===== src/cecb_pkg.sv =====
// package: field layout, reset values, access codes and types for the extended control bank
package cecb_pkg;

  // exception levels of the requester
  typedef enum logic [1:0] {
    CECB_EL0 = 2'h0,
    CECB_EL1 = 2'h1,
    CECB_EL2 = 2'h2,
    CECB_EL3 = 2'h3
  } cecb_el_e;

  // register select codes
  localparam logic [1:0] SEL_AUX3 = 2'h0;
  localparam logic [1:0] SEL_AUX4 = 2'h1;
  localparam logic [1:0] SEL_ECTL = 2'h2;
  localparam logic [1:0] SEL_CNT  = 2'h3;

  // access outcome codes
  localparam logic [1:0] RESP_OK    = 2'h0;
  localparam logic [1:0] RESP_UNDEF = 2'h1;
  localparam logic [1:0] RESP_TRAP  = 2'h2;

  localparam logic [1:0] TGT_EL2 = 2'h2;
  localparam logic [1:0] TGT_EL3 = 2'h3;
  localparam logic [5:0] TRAP_CLASS = 6'h18;

  // extended control field positions
  localparam int WAYLIM_HI  = 63;
  localparam int WAYLIM_LO  = 61;
  localparam int IPART_HI   = 60;
  localparam int IPART_LO   = 58;
  localparam int DPART_HI   = 57;
  localparam int DPART_LO   = 55;
  localparam int VMID_BIT   = 54;
  localparam int SPLNT_BIT  = 53;
  localparam int CHINT_BIT  = 52;
  localparam int TLBPF_BIT  = 51;
  localparam int RSV_HI     = 50;
  localparam int RSV_LO     = 48;
  localparam int AGGL1_BIT  = 47;
  localparam int AGG_BIT    = 46;
  localparam int DCC_HI     = 45;
  localparam int DCC_LO     = 44;
  localparam int SFP_BIT    = 42;

  // writable bits of the extended register: 63:51, 47:44, 42
  localparam logic [63:0] ECTL_WMASK = 64'hfff8_f400_0000_0000;

  // reset values
  localparam logic [2:0]  WAYLIM_RST = 3'h2;
  localparam logic [1:0]  DCC_RST_NO_SCU = 2'h2;
  localparam logic [1:0]  DCC_RST_SCU    = 2'h3;
  localparam logic [63:0] ECTL_RST_BASE  = 64'h4000_0400_0000_0000;
  localparam logic [63:0] AUX_RST        = 64'h0;

  // filter flush thresholds
  localparam logic [5:0] VMID_THR_LO = 6'h10;
  localparam logic [5:0] VMID_THR_HI = 6'h20;

  // access request carried as one bundle
  typedef struct packed {
    logic        valid;
    logic        write;
    logic [1:0]  sel;
    cecb_el_e    el;
    logic [63:0] wdata;
  } cecb_req_s;

  // security and hypervisor state that gates access
  typedef struct packed {
    logic el2_enabled;
    logic impl_reg_trap;
    logic hyp_aux_access_enable;
    logic mon_aux_access_enable;
  } cecb_ctx_s;

  // decoded controls to the cache and tlb datapaths
  typedef struct packed {
    logic       way_borrowing_agent_en;
    logic [2:0] borrow_way_limit;
    logic [7:0] instr_only_ways;
    logic [7:0] data_only_ways;
    logic       splinter_alloc_ok;
    logic       contig_hint_use;
    logic       tlb_prefetch_en;
    logic       first_level_aggregation_en;
    logic       page_aggregation_en;
    logic       send_uc_data;
    logic       send_sc_data;
    logic       uc_write_evict_or_evict;
    logic       send_evict;
  } cecb_ctl_s;

endpackage : cecb_pkg


===== src/cecb_bank.sv =====
// extended control register bank with privilege checked system register access
//
// Contract
// way limit field, zero disables borrowing, default two
// instruction partition reserves top n ways
// data partition reserves bottom n ways
// vmid filter flushes after 16 or 32
// splinter bit set stops splintered allocation
// contiguous hint ignored when disable bit set
// tlb prefetcher stops when disable bit set
// first level aggregation off when bit set
// all page aggregation off when bit set
// dcc 00 no data, 01 unique clean only
// dcc 10 and 11 evict-or-evict, scu default
// reads: el0 undefined, el1 trap on impl trap
// writes trap el2 then el3 enables
// two 64-bit opaque auxiliary registers
// evict sent only when snoop filter present
// reserved bits 50:48 read zero
`timescale 1ns/10ps
`default_nettype none
module cecb_bank #(
  parameter bit SCU_PRESENT = 1'b1,
  parameter int WAYS        = 8
) (
  input  wire logic                 i_mclk,
  input  wire logic                 i_rst,
  input  wire cecb_pkg::cecb_req_s  i_req,
  input  wire cecb_pkg::cecb_ctx_s  i_ctx,
  input  wire logic                 i_vmid_alloc,
  output logic                      o_ack,
  output logic      [1:0]           o_resp,
  output logic      [1:0]           o_trap_el,
  output logic      [5:0]           o_trap_class,
  output logic      [63:0]          o_rdata,
  output logic                      o_vmid_flush,
  output cecb_pkg::cecb_ctl_s       o_ctl
);

  localparam logic [63:0] ECTL_RST = cecb_pkg::ECTL_RST_BASE |
    (64'(SCU_PRESENT ? cecb_pkg::DCC_RST_SCU : cecb_pkg::DCC_RST_NO_SCU) << cecb_pkg::DCC_LO);

  logic [63:0] aux3_ff;
  logic [63:0] aux4_ff;
  logic [63:0] ectl_ff;
  logic [5:0]  vmid_cnt_ff;
  logic        ok_wr;
  logic [1:0]  nxt_resp;
  logic [1:0]  nxt_trap_el;
  logic [63:0] nxt_rdata;
  logic [7:0]  imask;
  logic [7:0]  dmask;

  // access check; the checks run in a fixed order so the first failing one names the target
  always_comb begin
    nxt_resp    = cecb_pkg::RESP_OK;
    nxt_trap_el = 2'h0;
    if (i_req.el == cecb_pkg::CECB_EL0) begin
      nxt_resp = cecb_pkg::RESP_UNDEF;
    end else if (i_req.el == cecb_pkg::CECB_EL1 && i_ctx.el2_enabled && i_ctx.impl_reg_trap) begin
      nxt_resp    = cecb_pkg::RESP_TRAP;
      nxt_trap_el = cecb_pkg::TGT_EL2;
    end else if (i_req.write && i_req.el != cecb_pkg::CECB_EL3) begin
      if (i_ctx.el2_enabled && !i_ctx.hyp_aux_access_enable) begin
        nxt_resp    = cecb_pkg::RESP_TRAP;
        nxt_trap_el = cecb_pkg::TGT_EL2;
      end else if (!i_ctx.mon_aux_access_enable) begin
        nxt_resp    = cecb_pkg::RESP_TRAP;
        nxt_trap_el = cecb_pkg::TGT_EL3;
      end
    end
  end

  assign ok_wr = i_req.valid && i_req.write && (nxt_resp == cecb_pkg::RESP_OK);

  // read mux; the counter select gives the filter fill level for debug
  always_comb begin
    case (i_req.sel)
      cecb_pkg::SEL_AUX3: nxt_rdata = aux3_ff;
      cecb_pkg::SEL_AUX4: nxt_rdata = aux4_ff;
      cecb_pkg::SEL_ECTL: nxt_rdata = ectl_ff;
      default:            nxt_rdata = 64'(vmid_cnt_ff);
    endcase
    if (i_req.write || nxt_resp != cecb_pkg::RESP_OK) begin
      nxt_rdata = 64'h0; // nothing leaks on a refused access
    end
  end

  // auxiliary registers hold whatever software writes, no decoded effect
  always_ff @(posedge i_mclk or posedge i_rst) begin
    if (i_rst) begin
      aux3_ff <= cecb_pkg::AUX_RST;
      aux4_ff <= cecb_pkg::AUX_RST;
    end else if (ok_wr) begin
      if (i_req.sel == cecb_pkg::SEL_AUX3) begin
        aux3_ff <= i_req.wdata;
      end
      if (i_req.sel == cecb_pkg::SEL_AUX4) begin
        aux4_ff <= i_req.wdata;
      end
    end
  end

  // extended register; reserved and undescribed bits masked off on write
  always_ff @(posedge i_mclk or posedge i_rst) begin
    if (i_rst) begin
      ectl_ff <= ECTL_RST;
    end else if (ok_wr && i_req.sel == cecb_pkg::SEL_ECTL) begin
      ectl_ff <= i_req.wdata & cecb_pkg::ECTL_WMASK;
    end
  end

  // access answer, one cycle after the request
  always_ff @(posedge i_mclk or posedge i_rst) begin
    if (i_rst) begin
      o_ack        <= 1'b0;
      o_resp       <= cecb_pkg::RESP_OK;
      o_trap_el    <= 2'h0;
      o_trap_class <= 6'h0;
      o_rdata      <= 64'h0;
    end else begin
      o_ack        <= i_req.valid;
      o_resp       <= i_req.valid ? nxt_resp : cecb_pkg::RESP_OK;
      o_trap_el    <= i_req.valid ? nxt_trap_el : 2'h0;
      o_trap_class <= (i_req.valid && nxt_resp == cecb_pkg::RESP_TRAP) ? cecb_pkg::TRAP_CLASS : 6'h0;
      o_rdata      <= i_req.valid ? nxt_rdata : 64'h0;
    end
  end

  // unique vmid allocation counter; flush pulses when the selected threshold is reached
  always_ff @(posedge i_mclk or posedge i_rst) begin
    if (i_rst) begin
      vmid_cnt_ff  <= 6'h0;
      o_vmid_flush <= 1'b0;
    end else begin
      o_vmid_flush <= 1'b0;
      if (i_vmid_alloc) begin
        if (vmid_cnt_ff + 6'h1 >= (ectl_ff[cecb_pkg::VMID_BIT] ? cecb_pkg::VMID_THR_HI
                                                                : cecb_pkg::VMID_THR_LO)) begin
          vmid_cnt_ff  <= 6'h0;
          o_vmid_flush <= 1'b1;
        end else begin
          vmid_cnt_ff <= vmid_cnt_ff + 6'h1;
        end
      end
    end
  end

  cecb_way_mask #(
    .WAYS     (WAYS),
    .FROM_TOP (1'b1)
  ) u_imask (
    .i_count (ectl_ff[cecb_pkg::IPART_HI:cecb_pkg::IPART_LO]),
    .o_mask  (imask)
  );

  cecb_way_mask #(
    .WAYS     (WAYS),
    .FROM_TOP (1'b0)
  ) u_dmask (
    .i_count (ectl_ff[cecb_pkg::DPART_HI:cecb_pkg::DPART_LO]),
    .o_mask  (dmask)
  );

  // decoded controls registered so datapath sees a clean copy one cycle after a write
  always_ff @(posedge i_mclk or posedge i_rst) begin
    if (i_rst) begin
      o_ctl <= '0;
    end else begin
      o_ctl.way_borrowing_agent_en <= |ectl_ff[cecb_pkg::WAYLIM_HI:cecb_pkg::WAYLIM_LO];
      o_ctl.borrow_way_limit       <= ectl_ff[cecb_pkg::WAYLIM_HI:cecb_pkg::WAYLIM_LO];
      o_ctl.instr_only_ways        <= imask;
      o_ctl.data_only_ways         <= dmask;
      o_ctl.splinter_alloc_ok          <= !ectl_ff[cecb_pkg::SPLNT_BIT];
      o_ctl.contig_hint_use            <= !ectl_ff[cecb_pkg::CHINT_BIT];
      o_ctl.tlb_prefetch_en            <= !ectl_ff[cecb_pkg::TLBPF_BIT];
      o_ctl.first_level_aggregation_en <= !ectl_ff[cecb_pkg::AGGL1_BIT] && !ectl_ff[cecb_pkg::AGG_BIT];
      o_ctl.page_aggregation_en        <= !ectl_ff[cecb_pkg::AGG_BIT];
      o_ctl.send_uc_data            <= |ectl_ff[cecb_pkg::DCC_HI:cecb_pkg::DCC_LO];
      o_ctl.send_sc_data            <= &ectl_ff[cecb_pkg::DCC_HI:cecb_pkg::DCC_LO];
      o_ctl.uc_write_evict_or_evict <= ectl_ff[cecb_pkg::DCC_HI];
      o_ctl.send_evict              <= ectl_ff[cecb_pkg::SFP_BIT];
    end
  end

endmodule : cecb_bank
`default_nettype wire


===== src/cecb_way_mask.sv =====
// thermometer way mask: n ways counted from top or bottom
`timescale 1ns/10ps
`default_nettype none
module cecb_way_mask #(
  parameter int WAYS    = 8,
  parameter bit FROM_TOP = 1'b0
) (
  input  wire logic [2:0]      i_count,
  output logic      [WAYS-1:0] o_mask
);

  // one comparator per way; way index counted from the chosen end
  for (genvar w = 0; w < WAYS; w++) begin : g_way
    localparam int RANK = FROM_TOP ? (WAYS - 1 - w) : w;
    assign o_mask[w] = (32'(i_count) > RANK);
  end

endmodule : cecb_way_mask
`default_nettype wire

===== config.mk =====
export PLATFORM = sky130hd
export DESIGN_NAME = cecb_bank
export DESIGN_NICKNAME = d
export VERILOG_FILES = /design/src/cecb_pkg.sv /design/src/cecb_bank.sv /design/src/cecb_way_mask.sv
export SDC_FILE = /design/constraint.sdc
export NUM_CORES = 1
export LEC_CHECK = 0
export ABC_AREA = 0
export BUFFER_PORTS_ARGS = -buffer_cell sky130_fd_sc_hd__buf_4
export CORE_UTILIZATION = 40
export CTS_BUF_LIST = sky130_fd_sc_hd__clkbuf_4 sky130_fd_sc_hd__clkbuf_8 sky130_fd_sc_hd__clkbuf_16
export CTS_CLUSTER_DIAMETER = 30
export CTS_CLUSTER_SIZE = 25
export DETAILED_ROUTE_END_ITERATION = 8
export GPL_ROUTABILITY_DRIVEN = 0
export RECOVER_POWER = 25
export SYNTH_ARGS = -nofsm -noshare
export SYNTH_HDL_FRONTEND = slang
export SYNTH_HIERARCHICAL = 1
export SYNTH_SLANG_ARGS = --single-unit

===== constraint.sdc =====
create_clock -name i_mclk -period 12.3 [get_ports i_mclk]
set_input_delay 2.46 -clock i_mclk [delete_from_list [all_inputs] [get_ports i_mclk]]
set_output_delay 2.46 -clock i_mclk [all_outputs]
set_load 0.05 [all_outputs]

==> summary.md <==
| Metric | Value |
|---|---|
| Slew margin rel. | -229% |
| Critical Path Fanout Max | 114 |
| Critical path buffers and inverters | 3 |
| Cts hold-fix bufs | 0 |
| Final routed DRC violation total | 0 |
| Synth Area in Simple Gates | 5.67% |
| RSZ-0062 raised after global routing | false |
| Leakage | 6.18 nW |
| Post-route insts no fill | 1,244 |
| Failing checks | max-capacitance violations, max-slew violations |
| Fin Hold WS | about 0.42 ns |
| Die area | 0.0248 mm2 |
| Post-Route WL | 21,500 um |
| Vias | 6,137 |
| Starting Density | 41.0% |
| Reg2Reg Capture Point | o_vmid_flush |
| Fmax | 167 MHz |
| All-Layer GR Usage | 18.0% |
| Async SR Flop Fraction | 100% |
| Most frequent cell after synthesis | dfrtp_1 |
| First-pass GRT wire length | 34,300 um |
| CP peak stage delay | 2.72 ns |
| Tcrit/Tclk final | 48.6% |
| Final Max Slew Viols | 115 |
| PD cells | approximately 220 mW/mm2 |
| Compound-cell area share of the yosys netlist | 6.02% |
| # diodes | 0 |
| Multiplexer share of the synthesized area | 19.6% |
| Number of flops mapped to enable cells by yosys | 0 |
| CTS Root Buffer Type | clkbuf_16 |
| Num CTS Buffers | 51 |
| Post-synth top cells | dfrtp_1, mux2_2, nor2_1 |
| Critical path startpoint category | input pin |
| Routed vias/inst | around 4.9 |
| Combinational family with the most area after synthesis | multiplexers |
| XOR/XNOR share of the synthesized area | 0.272% |
| Setup WS post-layout | around 6.3 ns |
| Antenna-violating nets left | 0 |
| I/O pin cnt | 182 |
| Max_cap viols | 1 |
| Iteration-0 DRC Markers | between 200 and 250 |
| Worst r2r src | vmid_cnt_ff[2] |
| Core area | around 0.024 mm2 |
| Mapped Cells | 693 |
| Syn Area/Cell | between 10 and 15 um2 |
| Drt wl/cell | 17.3 um |
| Post-CTS Resized | 0 |
| Synth-to-Final Area Change | 35.0% |
| Synth Cell Area | 0.00965 mm2 |
| Flops & latches, synth | 251 |
| Final hold vios | 0 |
| Setup crit end | o_ctl[3] |
| Share of the core filled with cells | 55.3% |
| Worst path arrival time | 6.48 ns |
| Post-synth top area share | 64.0% |
| Worst skew pair latency | 0.53 ns |
| Post-route minimum period | 5.98 ns |
| Synth Flop Type | dfrtp_1 |
| Worst reg2reg path depth | 8 |
| CTS tree | built |
| Largest area contributor in the netlist | dfrtp_1 |
| FP Rows | 56 |
| Top Family by Delay on Critical Path | buffers and inverters |
| Post-CTS Setup Bufs | 0 |
| Layout cell share with drive strength beyond 1 | 46.9% |
| Largest net degree at the start of global routing | 115 |
| Clock sinks | 251 |
| Area of the multi-input gates | 0.00314 mm2 |
| Worst-margin pin slew | 4.90 ns |
| Worst setup EP type | asynchronous set/reset pin |
| Total gr overflow | 0 |
| CP startpoint | i_rst |
| Crit Path Category | input pin to asynchronous set/reset pin |
| Vias in the first global route | 6,333 |
| DPL Wire Length | 12,800 um |
| H-tree levels | 2 |
| Top post-synthesis cells by area | dfrtp_1, mux2_2, a22oi_1 |
| Inst Count DP | roughly 1,200 |
| Syn. warnings | 6 |
| Fill cells | roughly 2,000 |
| Critical Path RT | about 13 ns |
| Sequential cell area | between 0.006 and 0.007 mm2 |
| I/O Buffers | 177 |
| Final Setup Violations | 0 |
| Run status | finished, violations left |
| Chain of cells forming the critical path | clkbuf_4 > clkinvlp_2 > buf_4 |
| Initial antenna violation count | 0 |
| Die Width | approximately 160 um |
| Critical path's slowest cell | clkinvlp_2 |
| First-pass DRT Iterations | 4 |
| TNS Setup | 0 ns |
| R2r setup slk | 10.08 ns |
| Reg clk slew, reported paths | ~0.050 ns |
| Fraction of the mapped netlist area in adder cells | 0.389% |
| Final Skew | 0.00971 ns |
| Clock Tree Buf Depth | 3 |
| Worst IR Drop VDD | around 110 uV |
| Synth cell types | 43 |
| Hold Crit Class | flop to flop |
| Pre-CTS setup slack | approximately 7.6 ns |
| Die height | approximately 160 um |
| Layout Nets | 967 |
| Critical Path Stages | 3 |
| Post-synthesis sequential area ratio | roughly two thirds |
kinds of logic (layout without fill, tap and decap cells):
| family | after synthesis | count (layout) |
|---|---|---|
| compound gates | 85 | 85 |
| xor+xnor | 3 | 3 |
| fa+ha+maj | 3 | 3 |
| buf+inv | 59 | 288 |
| flops | 251 | 251 |
| mux | 170 | 170 |
| other cells | 3 | 6 |
| simple gates | 119 | 119 |
worst reg2reg max path: cells and delay by family, from the launching register on:
kind	cells	cell delay, ns
buffers and inverters	1	0.08
AO/OA/AOI/OAI	2	0.53
flip-flops	1	0.41
XOR/XNOR	1	0.21
AND/OR/NAND/NOR	3	0.55
adder cells (fa/ha/maj)	1	0.31
layout make-up:
type,instances,area share [%]
Sequential cell,251,48.2
Multi-Input combinational cell,386,24.1
Clock buffer,72,11.7
Timing Repair Buffer,186,10.7
Tap cell,319,3.06
Clock inverter,19,1.93
Inverter,11,0.326
registers in the layout (all words and copies together) (netlist names):
signal        cells
aux4_ff          64
o_resp            1
o_trap_el         2
o_vmid_flush      1
aux3_ff          64
vmid_cnt_ff       6
ectl_ff          18
o_ack             1
o_trap_class      1
o_rdata          64
o_ctl            29
layer usage:
metal,vias to the layer above,wire length (um),track usage (%)
li1,2790,-,-
met1,3142,9730,24.6
met2,164,10100,27.9
met5,-,0,0
met4,0,509,6.47
met3,41,1190,4.13
per-stage QoR:
| step | power [mW] | area (um2) |
|---|---|---|
| after floorplan | 1.41 | 9660 |
| after global placement | 1.54 | 11300 |
| after detailed placement | 1.55 | 11300 |
| after CTS | 2.94 | 13000 |
| after global routing | 3.04 | 13000 |
| final | 2.91 | 13000 |
power by group:
group          internal [mW]  switching (mW)  total (mW)
registers              0.994          0.0882        1.08
logic                  0.198           0.250       0.448
clock network          0.961           0.420        1.38
total                   2.15           0.758        2.91
how the worst min path moves through the flow:
| stage | from | slack [ns] | to | cells past startpoint |
|---|---|---|---|---|
| 5_1_grt | ectl_ff[42] | 0.43 | o_ctl[0] | 0 |
| 4_1_cts | ectl_ff[42] | 0.41 | o_ctl[0] | 0 |
| 3_3_place_gp | ectl_ff[42] | 0.41 | o_ctl[0] | 0 |
| 2_1_floorplan | ectl_ff[63] | 0.38 | o_ctl[27] | 0 |
| 6_report | ectl_ff[42] | 0.42 | o_ctl[0] | 0 |
| 3_5_place_dp | ectl_ff[42] | 0.41 | o_ctl[0] | 0 |
cell usage in the layout (no fill, tap or decap), drive strengths merged, types with 3 or more instances in the layout:
master,netlist,final
a21oi,21,21
a22oi,47,47
and2,4,4
and3,3,3
buf,25,182
bufinv,0,5
clkbuf,23,76
clkinv,0,8
clkinvlp,0,6
conb,3,6
dfrtp,247,247
dfstp,4,4
ha,3,3
inv,11,11
mux2,152,152
mux2i,18,18
nand2,6,6
nand3,3,3
nor2,88,88
o21ai,6,6
or2,3,3
or3,3,3
Power figures use the tool's default switching activity.
